## config.mk

```make
export PLATFORM = sky130hd
export DESIGN_NAME = rxdpq_top
export DESIGN_NICKNAME = d
export VERILOG_FILES = /design/src/rxdpq_pkg.sv /design/src/rxdpq_top.sv /design/src/rxdpq_fifo.sv
export SDC_FILE = /design/constraint.sdc
export NUM_CORES = 1
export LEC_CHECK = 0
export ABC_AREA = 1
export BUFFER_PORTS_ARGS = -buffer_cell sky130_fd_sc_hd__buf_2
export CAP_MARGIN = 20
export CORE_MARGIN = 2
export CORE_UTILIZATION = 40
export CTS_CLUSTER_DIAMETER = 200
export CTS_CLUSTER_SIZE = 16
export DETAILED_ROUTE_END_ITERATION = 16
export GPL_ROUTABILITY_DRIVEN = 1
export PLACE_DENSITY_LB_ADDON = 0.12
export SYNTH_ARGS = -nofsm -noshare
export SYNTH_HDL_FRONTEND = slang
export SYNTH_SLANG_ARGS = --single-unit
```

## constraint.sdc

```tcl
create_clock -name REF_CLK -period 2 [get_ports REF_CLK]
set_input_delay 0.3 -clock REF_CLK [delete_from_list [all_inputs] [get_ports REF_CLK]]
set_output_delay 0.3 -clock REF_CLK [all_outputs]
set_load 0.01 [all_outputs]
```

## src/rxdpq_pkg.sv

```systemverilog
// Register map, field layout, reset values and codes for the receive datapath control block
package rxdpq_pkg;
  // Printed register indices; the byte address is four times the index
  localparam logic [7:0] IDX_EYE_MEASURE = 8'h19;
  localparam logic [7:0] IDX_QA_ASSERT_CFG = 8'h1A;
  localparam logic [7:0] IDX_QA_DEASSERT = 8'h1B;
  localparam logic [7:0] IDX_PATH_CFG = 8'h1C;
  localparam logic [7:0] IDX_TP_SELECT = 8'h1D;
  localparam logic [7:0] IDX_STATUS = 8'h3F;
  localparam int ADDR_SHIFT = 2;

  // Reset values
  localparam logic [7:0] RST_QA_ASSERT_CFG = 8'h29;
  localparam logic [5:0] RST_QA_DEASSERT = 6'h0F;
  localparam logic [6:0] RST_PATH_CFG = 7'h00;
  localparam logic [7:0] RST_TP_SELECT = 8'h00;

  // Assert configuration fields
  localparam int QA_THR_MSB = 7;
  localparam int QA_THR_LSB = 2;

  // Path configuration bit positions
  localparam int PC_INVERT = 6;
  localparam int PC_CLK_SUB = 5;
  localparam int PC_MUTE_UNLOCK = 4;
  localparam int PC_MUTE_ABSENT = 3;
  localparam int PC_MUTE = 2;
  localparam int PC_AUTO_CLEAR = 1;
  localparam int PC_MANUAL_CLEAR = 0;

  // Pattern select fields
  localparam int TS_CHK_INV = 7;
  localparam int TS_CHK_MSB = 6;
  localparam int TS_CHK_LSB = 4;
  localparam int TS_GEN_INV = 3;
  localparam int TS_GEN_MSB = 2;
  localparam int TS_GEN_LSB = 0;

  // Pattern modes
  typedef enum logic [2:0] {
    RXDPQ_PAT_OFF = 3'h0,
    RXDPQ_PAT_PRBS7 = 3'h1,
    RXDPQ_PAT_PRBS31 = 3'h2,
    RXDPQ_PAT_USER = 3'h3
  } rxdpq_pat_t;

  // Quality alarm states
  typedef enum logic [1:0] {
    RXDPQ_ALM_CLEAR = 2'h0,
    RXDPQ_ALM_SET = 2'h1
  } rxdpq_alm_t;

  // Receive buffer geometry and pattern widths
  localparam int FIFO_DEPTH = 8;
  localparam int LFSR_W = 31;
  localparam int USER_W = 64;
endpackage

```

## src/rxdpq_top.sv

```systemverilog
// Receive datapath quality alarm, output conditioning, buffer clear and test pattern control
//
// Overview of operation
// - Six-bit assert threshold, bits 7:2, default ten
// - Six-bit deassert threshold, bits 5:0, default fifteen
// - Bit 6 inverts recovered output data
// - Bit 5 substitutes clock during signal absence
// - Bit 4 mutes output while recovery unlocked
// - Bit 3 mutes output while signal absent
// - Bit 2 mutes output unconditionally
// - Bit 1 auto-clears buffer on errors
// - Bit 0 clears buffer; re-centres write pointer
// - Bit 7 inverts checker input data
// - Checker select: off, PRBS7, PRBS31, user
// - Bit 3 inverts every generated bit
// - Generator select codes; register resets zero
// - PRBS31 output inverted from raw register
// - Six-bit eye opening measure feeds alarm
// - User pattern sent least significant bit first
//
// Chosen here: the APB slave port.
`timescale 1ns/100ps
module rxdpq_top #(
  parameter int FIFO_DEPTH = rxdpq_pkg::FIFO_DEPTH,
  parameter int FIFO_AW = 3
) (
  input wire logic REF_CLK,
  input wire logic RST_B,
  input wire logic PSEL,
  input wire logic PENABLE,
  input wire logic PWRITE,
  input wire logic [31:0] PADDR,
  input wire logic [31:0] PWDATA,
  output logic [31:0] PRDATA,
  output logic PREADY,
  output logic PSLVERR,
  input wire logic [5:0] EYE_OPENING_MEASURE,
  input wire logic INPUT_SIGNAL_ABSENT,
  input wire logic RECOVERY_UNLOCKED,
  input wire logic RX_DATA,
  input wire logic RX_DATA_VALID,
  input wire logic RD_TAKE,
  input wire logic TP_CHK_DATA,
  input wire logic [63:0] USER_PATTERN,
  output logic RD_P,
  output logic RD_N,
  output logic QUALITY_ALARM,
  output logic TP_GEN_DATA,
  output logic TP_CHK_ERROR,
  output logic FIFO_ERROR,
  output logic FIFO_ERR_CLEAR
);
  // Synchronisers for pin inputs
  logic [5:0] eye_s1_q;
  logic [5:0] eye_s2_q;
  logic [4:0] pin_s1_q;
  logic [4:0] pin_s2_q;
  logic signal_absent;
  logic unlocked;
  logic rx_bit;
  logic rx_valid;
  logic rd_take;
  logic chk_bit;

  // Registers
  logic [7:0] qa_assert_cfg_q;
  logic [5:0] qa_deassert_q;
  logic [6:0] path_cfg_q;
  logic [7:0] tp_select_q;
  rxdpq_pkg::rxdpq_alm_t alarm_q;
  rxdpq_pkg::rxdpq_alm_t alarm_d;

  // Bus decode
  logic [7:0] reg_idx;
  logic idx_valid;
  logic bus_wr;
  logic [31:0] rd_word;
  logic rd_hit;

  // Datapath
  logic fifo_clear;
  logic fifo_bit;
  logic fifo_ovf;
  logic fifo_unf;
  logic clk_sub_q;
  logic out_bit;
  logic mute;

  // Pattern logic
  rxdpq_pkg::rxdpq_pat_t gen_mode;
  rxdpq_pkg::rxdpq_pat_t chk_mode;
  logic [rxdpq_pkg::LFSR_W-1:0] gen_lfsr_q;
  logic [5:0] gen_idx_q;
  logic gen_raw;
  logic [rxdpq_pkg::LFSR_W-1:0] chk_hist_q;
  logic [5:0] chk_idx_q;
  logic chk_in;
  logic chk_expect;

  // Maps a select field to a mode; unknown codes disable
  function automatic rxdpq_pkg::rxdpq_pat_t pat_decode(input logic [2:0] code);
    pat_decode = rxdpq_pkg::RXDPQ_PAT_OFF;
    case (code)
      3'h1: pat_decode = rxdpq_pkg::RXDPQ_PAT_PRBS7;
      3'h2: pat_decode = rxdpq_pkg::RXDPQ_PAT_PRBS31;
      3'h3: pat_decode = rxdpq_pkg::RXDPQ_PAT_USER;
      default: pat_decode = rxdpq_pkg::RXDPQ_PAT_OFF;
    endcase
  endfunction

  // Two-stage capture of eye measure and pin levels; RD_TAKE and USER_PATTERN used directly
  always_ff @(posedge REF_CLK or negedge RST_B) begin
    if (!RST_B) begin
      eye_s1_q <= '0;
      eye_s2_q <= '0;
      pin_s1_q <= '0;
      pin_s2_q <= '0;
    end else begin
      eye_s1_q <= EYE_OPENING_MEASURE;
      eye_s2_q <= eye_s1_q;
      pin_s1_q <= {INPUT_SIGNAL_ABSENT, RECOVERY_UNLOCKED, RX_DATA, RX_DATA_VALID, TP_CHK_DATA};
      pin_s2_q <= pin_s1_q;
    end
  end

  assign signal_absent = pin_s2_q[4];
  assign unlocked = pin_s2_q[3];
  assign rx_bit = pin_s2_q[2];
  assign rx_valid = pin_s2_q[1];
  assign chk_bit = pin_s2_q[0];
  assign rd_take = RD_TAKE;

  // Address decode: word index from the byte address
  assign reg_idx = PADDR[rxdpq_pkg::ADDR_SHIFT+7:rxdpq_pkg::ADDR_SHIFT];
  assign idx_valid = (PADDR[1:0] == 2'h0) && (PADDR[31:10] == '0) &&
                     ((reg_idx == rxdpq_pkg::IDX_EYE_MEASURE) || (reg_idx == rxdpq_pkg::IDX_QA_ASSERT_CFG) ||
                      (reg_idx == rxdpq_pkg::IDX_QA_DEASSERT) || (reg_idx == rxdpq_pkg::IDX_PATH_CFG) ||
                      (reg_idx == rxdpq_pkg::IDX_TP_SELECT) || (reg_idx == rxdpq_pkg::IDX_STATUS));
  assign bus_wr = PSEL && PENABLE && PREADY && PWRITE && idx_valid;

  // Read mux; unused upper bits read zero
  always_comb begin
    rd_word = 32'h0000_0000;
    rd_hit = 1'b1;
    case (reg_idx)
      rxdpq_pkg::IDX_EYE_MEASURE: rd_word = {26'h0, eye_s2_q};
      rxdpq_pkg::IDX_QA_ASSERT_CFG: rd_word = {24'h0, qa_assert_cfg_q};
      rxdpq_pkg::IDX_QA_DEASSERT: rd_word = {26'h0, qa_deassert_q};
      rxdpq_pkg::IDX_PATH_CFG: rd_word = {25'h0, path_cfg_q};
      rxdpq_pkg::IDX_TP_SELECT: rd_word = {24'h0, tp_select_q};
      rxdpq_pkg::IDX_STATUS: rd_word = {28'h0, QUALITY_ALARM, unlocked, signal_absent, mute};
      default: rd_hit = 1'b0;
    endcase
  end

  // Bus answer: ready for one cycle of the access phase
  always_ff @(posedge REF_CLK or negedge RST_B) begin
    if (!RST_B) begin
      PREADY <= 1'b0;
      PRDATA <= 32'h0000_0000;
      PSLVERR <= 1'b0;
    end else begin
      PREADY <= PSEL && !PENABLE;
      PSLVERR <= PSEL && !PENABLE && !(idx_valid && rd_hit);
      if (PSEL && !PENABLE && !PWRITE && idx_valid) begin
        PRDATA <= rd_word;
      end else begin
        PRDATA <= 32'h0000_0000;
      end
    end
  end

  // Quality threshold registers
  always_ff @(posedge REF_CLK or negedge RST_B) begin
    if (!RST_B) begin
      qa_assert_cfg_q <= rxdpq_pkg::RST_QA_ASSERT_CFG;
      qa_deassert_q <= rxdpq_pkg::RST_QA_DEASSERT;
    end else if (bus_wr) begin
      if (reg_idx == rxdpq_pkg::IDX_QA_ASSERT_CFG) begin
        qa_assert_cfg_q <= PWDATA[7:0];
      end
      if (reg_idx == rxdpq_pkg::IDX_QA_DEASSERT) begin
        qa_deassert_q <= PWDATA[5:0];
      end
    end
  end

  // Path and pattern configuration registers
  always_ff @(posedge REF_CLK or negedge RST_B) begin
    if (!RST_B) begin
      path_cfg_q <= rxdpq_pkg::RST_PATH_CFG;
      tp_select_q <= rxdpq_pkg::RST_TP_SELECT;
    end else if (bus_wr) begin
      if (reg_idx == rxdpq_pkg::IDX_PATH_CFG) begin
        path_cfg_q <= PWDATA[6:0];
      end
      if (reg_idx == rxdpq_pkg::IDX_TP_SELECT) begin
        tp_select_q <= PWDATA[7:0];
      end
    end
  end

  // Alarm with hysteresis between the two thresholds
  always_comb begin
    alarm_d = alarm_q;
    case (alarm_q)
      rxdpq_pkg::RXDPQ_ALM_CLEAR: begin
        if (eye_s2_q <= qa_assert_cfg_q[rxdpq_pkg::QA_THR_MSB:rxdpq_pkg::QA_THR_LSB]) begin
          alarm_d = rxdpq_pkg::RXDPQ_ALM_SET;
        end
      end
      rxdpq_pkg::RXDPQ_ALM_SET: begin
        if (eye_s2_q >= qa_deassert_q) begin
          alarm_d = rxdpq_pkg::RXDPQ_ALM_CLEAR;
        end
      end
      default: alarm_d = rxdpq_pkg::RXDPQ_ALM_CLEAR;
    endcase
  end

  always_ff @(posedge REF_CLK or negedge RST_B) begin
    if (!RST_B) begin
      alarm_q <= rxdpq_pkg::RXDPQ_ALM_CLEAR;
      QUALITY_ALARM <= 1'b0;
    end else begin
      alarm_q <= alarm_d;
      QUALITY_ALARM <= (alarm_d == rxdpq_pkg::RXDPQ_ALM_SET);
    end
  end

  // Buffer clear: held while manual bit set, or on error with auto clear
  assign fifo_clear = path_cfg_q[rxdpq_pkg::PC_MANUAL_CLEAR] ||
                      (path_cfg_q[rxdpq_pkg::PC_AUTO_CLEAR] && (fifo_ovf || fifo_unf));

  rxdpq_fifo #(
    .DEPTH(FIFO_DEPTH),
    .AW(FIFO_AW)
  ) u_fifo (
    .clk(REF_CLK),
    .rst_b(RST_B),
    .clear(fifo_clear),
    .wr_en(rx_valid),
    .wr_data(rx_bit),
    .rd_en(rd_take),
    .rd_data(fifo_bit),
    .overflow(fifo_ovf),
    .underflow(fifo_unf)
  );

  // Error report, and clear request for the receive interrupt register
  always_ff @(posedge REF_CLK or negedge RST_B) begin
    if (!RST_B) begin
      FIFO_ERROR <= 1'b0;
      FIFO_ERR_CLEAR <= 1'b0;
    end else begin
      FIFO_ERROR <= fifo_ovf || fifo_unf;
      FIFO_ERR_CLEAR <= path_cfg_q[rxdpq_pkg::PC_AUTO_CLEAR] && (fifo_ovf || fifo_unf);
    end
  end

  // Substitute clock toggles every cycle, the fastest this clock allows
  always_ff @(posedge REF_CLK or negedge RST_B) begin
    if (!RST_B) begin
      clk_sub_q <= 1'b0;
    end else begin
      clk_sub_q <= !clk_sub_q;
    end
  end

  // Output conditioning; any mute wins over clock substitution
  assign mute = path_cfg_q[rxdpq_pkg::PC_MUTE] ||
                (path_cfg_q[rxdpq_pkg::PC_MUTE_UNLOCK] && unlocked) ||
                (path_cfg_q[rxdpq_pkg::PC_MUTE_ABSENT] && signal_absent);
  assign out_bit = (path_cfg_q[rxdpq_pkg::PC_CLK_SUB] && signal_absent) ? clk_sub_q :
                   (fifo_bit ^ path_cfg_q[rxdpq_pkg::PC_INVERT]);

  always_ff @(posedge REF_CLK or negedge RST_B) begin
    if (!RST_B) begin
      RD_P <= 1'b0;
      RD_N <= 1'b0;
    end else begin
      RD_P <= mute ? 1'b0 : out_bit;
      RD_N <= mute ? 1'b0 : !out_bit;
    end
  end

  // Generator: one bit per clock from the selected source
  assign gen_mode = pat_decode(tp_select_q[rxdpq_pkg::TS_GEN_MSB:rxdpq_pkg::TS_GEN_LSB]);
  always_comb begin
    case (gen_mode)
      rxdpq_pkg::RXDPQ_PAT_PRBS7: gen_raw = gen_lfsr_q[6];
      rxdpq_pkg::RXDPQ_PAT_PRBS31: gen_raw = !gen_lfsr_q[30];
      rxdpq_pkg::RXDPQ_PAT_USER: gen_raw = USER_PATTERN[gen_idx_q];
      default: gen_raw = 1'b0;
    endcase
  end

  // Shift register seeds only while disabled, so PRBS31 to PRBS7 needs a stop
  always_ff @(posedge REF_CLK or negedge RST_B) begin
    if (!RST_B) begin
      gen_lfsr_q <= '1;
      gen_idx_q <= '0;
    end else if (gen_mode == rxdpq_pkg::RXDPQ_PAT_OFF) begin
      gen_lfsr_q <= '1;
      gen_idx_q <= '0;
    end else begin
      gen_idx_q <= gen_idx_q + 6'h01;
      if (gen_mode == rxdpq_pkg::RXDPQ_PAT_PRBS7) begin
        gen_lfsr_q <= {gen_lfsr_q[29:0], gen_lfsr_q[6] ^ gen_lfsr_q[5]};
      end else begin
        gen_lfsr_q <= {gen_lfsr_q[29:0], gen_lfsr_q[30] ^ gen_lfsr_q[27]};
      end
    end
  end

  always_ff @(posedge REF_CLK or negedge RST_B) begin
    if (!RST_B) begin
      TP_GEN_DATA <= 1'b0;
    end else begin
      TP_GEN_DATA <= (gen_mode == rxdpq_pkg::RXDPQ_PAT_OFF) ? 1'b0 :
                     (gen_raw ^ tp_select_q[rxdpq_pkg::TS_GEN_INV]);
    end
  end

  // Checker: PRBS modes self-synchronise on the received history; user mode indexes from enable
  assign chk_mode = pat_decode(tp_select_q[rxdpq_pkg::TS_CHK_MSB:rxdpq_pkg::TS_CHK_LSB]);
  assign chk_in = chk_bit ^ tp_select_q[rxdpq_pkg::TS_CHK_INV] ^
                  (chk_mode == rxdpq_pkg::RXDPQ_PAT_PRBS31);
  always_comb begin
    case (chk_mode)
      rxdpq_pkg::RXDPQ_PAT_PRBS7: chk_expect = chk_hist_q[6] ^ chk_hist_q[5];
      rxdpq_pkg::RXDPQ_PAT_PRBS31: chk_expect = chk_hist_q[30] ^ chk_hist_q[27];
      rxdpq_pkg::RXDPQ_PAT_USER: chk_expect = USER_PATTERN[chk_idx_q];
      default: chk_expect = chk_in;
    endcase
  end

  always_ff @(posedge REF_CLK or negedge RST_B) begin
    if (!RST_B) begin
      chk_hist_q <= '0;
      chk_idx_q <= '0;
      TP_CHK_ERROR <= 1'b0;
    end else if (chk_mode == rxdpq_pkg::RXDPQ_PAT_OFF) begin
      chk_hist_q <= '0;
      chk_idx_q <= '0;
      TP_CHK_ERROR <= 1'b0;
    end else begin
      chk_hist_q <= {chk_hist_q[29:0], chk_in};
      chk_idx_q <= chk_idx_q + 6'h01;
      TP_CHK_ERROR <= (chk_in != chk_expect);
    end
  end
endmodule

```

## src/rxdpq_fifo.sv

```systemverilog
// Receive elastic buffer with centring clear and error detection
`timescale 1ns/100ps
module rxdpq_fifo #(
  parameter int DEPTH = 8,
  parameter int AW = 3
) (
  input wire logic clk,
  input wire logic rst_b,
  input wire logic clear,
  input wire logic wr_en,
  input wire logic wr_data,
  input wire logic rd_en,
  output logic rd_data,
  output logic overflow,
  output logic underflow
);
  localparam logic [AW:0] CENTRE = (AW+1)'(DEPTH / 2);
  localparam logic [AW:0] FULL = (AW+1)'(DEPTH);

  logic [DEPTH-1:0] mem_q;
  logic [AW-1:0] wr_ptr_q;
  logic [AW-1:0] rd_ptr_q;
  logic [AW:0] count_q;
  logic do_wr;
  logic do_rd;

  // Error detection and effective moves
  assign overflow = wr_en && !rd_en && (count_q == FULL);
  assign underflow = rd_en && !wr_en && (count_q == '0);
  assign do_wr = wr_en && !overflow;
  assign do_rd = rd_en && !underflow;

  // Storage; a clear zeroes every stored bit
  always_ff @(posedge clk or negedge rst_b) begin
    if (!rst_b) begin
      mem_q <= '0;
    end else if (clear) begin
      mem_q <= '0;
    end else if (do_wr) begin
      mem_q[wr_ptr_q] <= wr_data;
    end
  end

  // Pointers; a clear puts the write pointer half the depth ahead
  always_ff @(posedge clk or negedge rst_b) begin
    if (!rst_b) begin
      rd_ptr_q <= '0;
      wr_ptr_q <= CENTRE[AW-1:0];
      count_q <= CENTRE;
    end else if (clear) begin
      rd_ptr_q <= '0;
      wr_ptr_q <= CENTRE[AW-1:0];
      count_q <= CENTRE;
    end else begin
      if (do_wr) begin
        wr_ptr_q <= wr_ptr_q + 1'b1;
      end
      if (do_rd) begin
        rd_ptr_q <= rd_ptr_q + 1'b1;
      end
      count_q <= count_q + (AW+1)'(do_wr) - (AW+1)'(do_rd);
    end
  end

  // Registered read data
  always_ff @(posedge clk or negedge rst_b) begin
    if (!rst_b) begin
      rd_data <= 1'b0;
    end else if (do_rd) begin
      rd_data <= mem_q[rd_ptr_q];
    end
  end
endmodule

```

==> results.md, run 1 <==
* Arrival @ worst endpoint at 2270 ps
* Max Clock Freq at 512 MHz
* Crit path top cell by count: inv_2
* Vias/cell at 4.74
* Grt ovf at 0
* Crit Path Category: reg -> reg
* Max-slew violations at 0
* Critical-path top delay cell: dfstp_2
* Yosys top cell by area: dfrtp_1
* Netlist cell types at 40
* Hold Crit Start: PENABLE
* Die height at 149 um
* Hold Path Cell Cnt at 2
* Fin Setup TNS at 0 ps
* Mapped Cells at 1027
* Largest net degree at the start of global routing at 49
* CTS buffer count at 17
* WL per Instance at 13.6 um
* Routability Congestion at 0.898
* Vias at 7062
* Initial antenna violation count at 0
* Core area at 20400 um^2
* Post-synth top cells: 247 x nand2_1, 124 x dfrtp_1, 123 x inv_1, 120 x nor2_1, 60 x nand3_1
* FP Rows at 52
* Post-synth top flop: dfrtp_1
* Pwr/cell area at 807 nW/um^2
* CP max FO at 2
* Setup violations, final at 0
* Register area share after synthesis at 49.6%
* Max IR drop VDD at 0.626 mV
* Worst Clk Skew at 11.1 ps
* Root buf cell: clkbuf_16
* Iteration-0 DRC Markers at 397
* Share of the synthesized area in the top cell type at 37.1%
* I/O Pins at 186
* H-tree Lvls at 4
* Most frequent cell after synthesis: nand2_1
* Worst Hold Class: in -> reg
* Worst setup path start: u_fifo.count_q[2]
* RSZ-0062 raised after global routing: true
* Clock tree sinks at 164
* First-pass GRT wire length at 33.3 mm
* Tmin final at 1950 ps
* CP Depth at 11
* FF-to-FF path depth at 11
* Finished Layout Cells at 1489
* Placed insts at 1439
* WP buf/inv at 4
* DP HPWL at 14.8 mm
* GRT Overall Usage at 18.9%
* Final count of hold timing violations at 0
* P_leak at 4.94 nW
* FF+latch count, synth at 164
* Fin crit share at 97.6%
* Synth area leaders: dfrtp_1 37%, dfstp_2 13%, nand2_1 11%, inv_1 5.5%, nor2_1 5.4%
* Post-synth ARST share at 100%
* Cell area after synthesis at 8370 um^2
* Layout cell share with drive strength beyond 1 at 26.9%
* Die area at 22100 um^2
* Max cap viols at 0
* Required @ worst endpoint at 2310 ps
* CP top delay family: adder cells
* Number of diodes at 0
* Fin nets at 1374
* Clock transition at path regs at 70 ps
* Remaining DRCs at 0
* Vias in the first global route at 6773
* EDFF count, synth at 0
* R2r startpoint: u_fifo.count_q[2]
* PortBufs at 137
* Crit path capture type: register
* Layout area overhead at 23.4%
* Critical path cell sequence: inv_2 -> ha_2 -> nand4_1 -> nand2_2 -> inv_2 -> ha_4 -> inv_2 -> ha_4 -> fa_1 -> inv_1 -> nor2_1
* Die span in x at 149 um
* Mean area per synthesized cell at 8.15 um^2
* Startpoint types: register
* CTS tree: yes
* Max stage delay on crit path at 520 ps
* First drt pass iteration count at 5
* Status: finished, final reports clean
* Initial Utilization at 41.1%
* Routed wire length at 20.3 mm
* Yosys warning count at 0
* Clk buf depth at 2
* DRT antenna net count at 0
* Clk_lat worst skew at 430 ps
-- layer usage --
metal / global-route usage (%) / up-vias / routed length [um]
met5: 0 / - / 0
met4: 7.24 / 0 / 485
met3: 3.25 / 33 / 1240
met2: 29.5 / 221 / 9140
met1: 26.4 / 3230 / 9440
li1: - / 3578 / -
-- final timing paths --
check / to / slack (ps)
max in group asynchronous: qa_deassert_q[2] / 950
hold reg to reg: eye_s2_q[2] / 350
min in group asynchronous: tp_select_q[7] / 400
setup reg to reg: u_fifo.count_q[1] / 50
hold / removal: PSLVERR / 60
setup / recovery: u_fifo.count_q[1] / 50
-- registers in the layout, indices dropped and copies added (netlist names), 2 cells and up --
signal	flops
qa_deassert_q	6
u_fifo.mem_q	8
alarm_q	2
path_cfg_q	7
u_fifo.count_q	4
eye_s1_q	6
tp_select_q	8
PRDATA	8
chk_hist_q	31
pin_s1_q	5
u_fifo.rd_ptr_q	3
gen_lfsr_q	31
qa_assert_cfg_q	8
u_fifo.wr_ptr_q	3
gen_idx_q	6
chk_idx_q	6
pin_s2_q	5
eye_s2_q	6
-- where the power goes --
group	switching (mW)	leakage (nW)	internal, mW
Clock	1.44	0.298	1.89
Combinational	0.699	2.59	0.565
Sequential	0.164	2.05	3.57
-- cell type report --
cell class / count / area [um^2]
Sequential cell: 164 / 4160
Inverter: 128 / 488
Fill cell: 1977 / 10000
Tap cell: 270 / 338
Timing Repair Buffer: 190 / 1210
Clock buffer: 18 / 429
Clock inverter: 14 / 169
Multi-Input combinational cell: 705 / 3530
-- kinds of logic after synthesis --
logic type	after synthesis	share of synthesized area, %
and+or+nand+nor	500	25.8
buffers and inverters	182	9.72
DFF	164	49.6
AOI/OAI and AO/OA	147	10.2
adders and majority gates	23	3.53
xor gates and xnor gates	10	1.05
other	1	0.0448
-- cells in the final DEF (no fill, tap or decap), types with 2 or more instances in the layout --
cell           count
clkbuf_16         18
nand3b_1           2
buf_4             34
a211oi_1           4
inv_1            116
nand2_2            7
nor2_4             3
o211ai_1           5
a31oi_1            5
ha_4               2
o21ai_1           12
or2_2             31
a21oi_1           35
buf_2            136
ha_1              19
clkinv_2           3
nor3_1            13
xnor2_1            6
o21a_1             2
nand4_1            8
inv_8              3
inv_6              4
xor2_1             4
nor4_1             8
clkinvlp_4         2
dlygate4sd3_1     12
bufinv_16          2
inv_2              9
o21ai_2           18
nand3_1           60
dfstp_2           40
nand2_1          245
dfrtp_1          123
nor3_4             2
o21ai_0           58
conb_1            25
nor2_1           119
buf_12             6
o22ai_1            2
-- worst reg2reg max path: stages, from the launching register on --
cell	delay [ps]
dfstp_2	520
inv_2	30
ha_2	160
nand4_1	110
nand2_2	70
inv_2	70
ha_4	190
inv_2	60
ha_4	120
fa_1	400
inv_1	60
nor2_1	40
-- what timing repair did --
item                                    in CTS  in global routing
gates cloned                                 0                  1
buffers inserted                             1                  4
endpoints found under the setup margin       1                 14
pin swaps                                    3                  5
gates resized for setup                      0                 10
hold buffers                                12                  0
hold endpoints to repair                    23                  0
-- per-stage QoR --
step                power, mW  hold slack [ps]  area (um^2)  utilization, %  worst slack [ps]
finish                   8.33             59.4        10300            50.7              47.4
global route             8.82             46.4        10300            50.7             -79.2
CTS                      8.45             38.1        10200            50.3              1.59
detailed placement       5.04              274         9520            46.8             -12.4
global placement         5.01              276         9520            46.8             -3.55
floorplan                4.57             4.41         8480               -              8.08
Note: power is estimated with default switching activity, not from simulation.
==> run 2, diff against run 1 <==
--- a/config.mk
+++ b/config.mk
@@ -6,8 +6,9 @@
 export NUM_CORES = 1
 export LEC_CHECK = 0
 export ABC_AREA = 1
-export BUFFER_PORTS_ARGS = -buffer_cell sky130_fd_sc_hd__buf_2
+export BUFFER_PORTS_ARGS = -buffer_cell sky130_fd_sc_hd__buf_4
 export CAP_MARGIN = 20
+export CORE_ASPECT_RATIO = 0.8
 export CORE_MARGIN = 2
 export CORE_UTILIZATION = 40
 export CTS_CLUSTER_DIAMETER = 200
==> results.md, run 2 (synthesized netlist as in run 1, its figures left out) <==
* Status: finished with violations
* Failing checks: setup timing
* Die area at 22100 um^2
* Fin Setup TNS at -14.0 ps
* PortBufs at 137
* Worst Clk Skew at 12.3 ps
* Clock power share at 38.5%
* Routability Congestion at 0.895
* Routed wire length at 20.5 mm
* GRT Overall Usage at 19.0%
* Fin nets at 1373
* WL per Instance at 13.8 um
* Final count of hold timing violations at 0
* Max-slew violations at 0
* Sequential power share at 45.0%
* CTS tree: yes
* Initial Utilization at 40.7%
* Clock transition at path regs at 60 ps
* Max IR drop VDD at 0.450 mV
* Layout area overhead at 26.8%
* Vias at 7076
* Sw Ratio at 27.6%
* Max Clock Freq at 497 MHz
* Layout cell share with drive strength beyond 1 at 26.4%
* DP Area at 9850 um^2
* Worst Hold Class: in -> reg
* Worst Setup Slack, final at -14.0 ps
* H-tree Lvls at 4
* Tmin final at 2010 ps
* DRT antenna net count at 0
* Switching pwr at 2.29 mW
* Die height at 133 um
* Crit path capture type: register
* Number of diodes at 0
* Remaining DRCs at 0
* Commonest cells after routing, fill and taps aside: 246 x nand2_1, 170 x buf_4, 123 x dfrtp_1
* Util after Layout at 51.6%
* Vias in the first global route at 6699
* RSZ-0062 raised after global routing: true
* Crit Path Category: reg -> reg
* DP HPWL at 15.0 mm
* CP max FO at 2
* Fin crit share at 101%
* Required @ worst endpoint at 2320 ps
* Pwr/cell area at 781 nW/um^2
* Vias/cell at 4.76
* Worst slew margin at 53.6%
* Least-Margin Pin Slew at 695 ps
* Startpoint types: register
* WHS at 55.4 ps
* Setup violations, final at 1
* FP Rows at 47
* First-pass GRT wire length at 33.8 mm
* First drt pass iteration count at 5
* Largest net degree at the start of global routing at 57
* Final instance area at 10600 um^2
* CTS buffer count at 17
* Iteration-0 DRC Markers at 556
* Max cap viols at 0
* Root buf cell: clkbuf_16
* Grt ovf at 0
* Comb pwr share at 16.5%
* Pint at 6.01 mW
* Most common cell after layout, fill and taps aside: nand2_1
* P_leak at 5.04 nW
* Initial antenna violation count at 0
* Clock tree sinks at 164
* Place WS at 5.76 ps
* Die span in x at 166 um
* Clk_lat worst skew at 430 ps
* Largest regs: chk_hist_q: 31 flops, gen_lfsr_q: 31 flops
* Arrival @ worst endpoint at 2330 ps
* Core area at 20600 um^2
* Clk buf depth at 2
* I/O Pins at 186
run 2: final cells by class:
class	count	area [um^2]
clock inverter	12	105
inverter	128	480
fill	1942	9970
clock buffer	20	479
timing repair buffer	189	1530
tap	269	337
sequential	164	4160
multi-input combinational	705	3530
run 2: power by group through the flow:
stage | logic [mW] | registers (mW) | clock network (mW)
after floorplan | 0.813 | 3.76 | 0
after global placement | 1.29 | 3.79 | 0
after detailed placement | 1.33 | 3.78 | 0
after CTS | 1.36 | 3.73 | 3.28
after global routing | 1.58 | 3.76 | 3.42
final | 1.37 | 3.73 | 3.20
run 2: worst paths after layout:
| kind | to | depth (start not counted) | from | slack [ps] |
|---|---|---|---|---|
| max | u_fifo.count_q[1] | 11 | u_fifo.count_q[2] | -10 |
| min | PREADY | 2 | PENABLE | 60 |
| max reg2reg | u_fifo.count_q[1] | 11 | u_fifo.count_q[2] | -10 |
| min reg2reg | pin_s2_q[3] | 0 | pin_s1_q[3] | 350 |
| max in group asynchronous | qa_deassert_q[3] | 3 | RST_B | 940 |
| min in group asynchronous | pin_s2_q[2] | 2 | RST_B | 310 |
run 2: timing repair:
item	4_1_cts	5_1_grt
pin swaps	2	10
resized for setup	0	6
setup endpoints to repair	2	9
buffers inserted	3	4
hold buffers	12	0
hold endpoints to repair	38	0
run 2: worst max-delay path, stage by stage, from the launching register on:
cell and delay, ps:
dfstp_2 520, inv_2 30, ha_2 160, nand4_1 110
nand2_2 80, inv_2 80, ha_4 200, inv_2 60
ha_4 130, fa_2 430, inv_2 60, nor2_1 30
run 2: per-stage QoR:
| stage | total power [mW] | instances |
|---|---|---|
| after global placement | 5.08 | 1436 |
| final | 8.29 | 1487 |
| after floorplan | 4.57 | 1051 |
| after detailed placement | 5.11 | 1436 |
| after global routing | 8.76 | 1487 |
| after CTS | 8.37 | 1483 |
run 2: routing by layer:
metal	track usage [%]	vias to the layer above	routed length [um]
li1	-	3580	-
met1	28.2	3262	10200
met2	28.1	214	8910
met3	3.98	20	1120
met4	5.17	0	212
met5	0	-	0
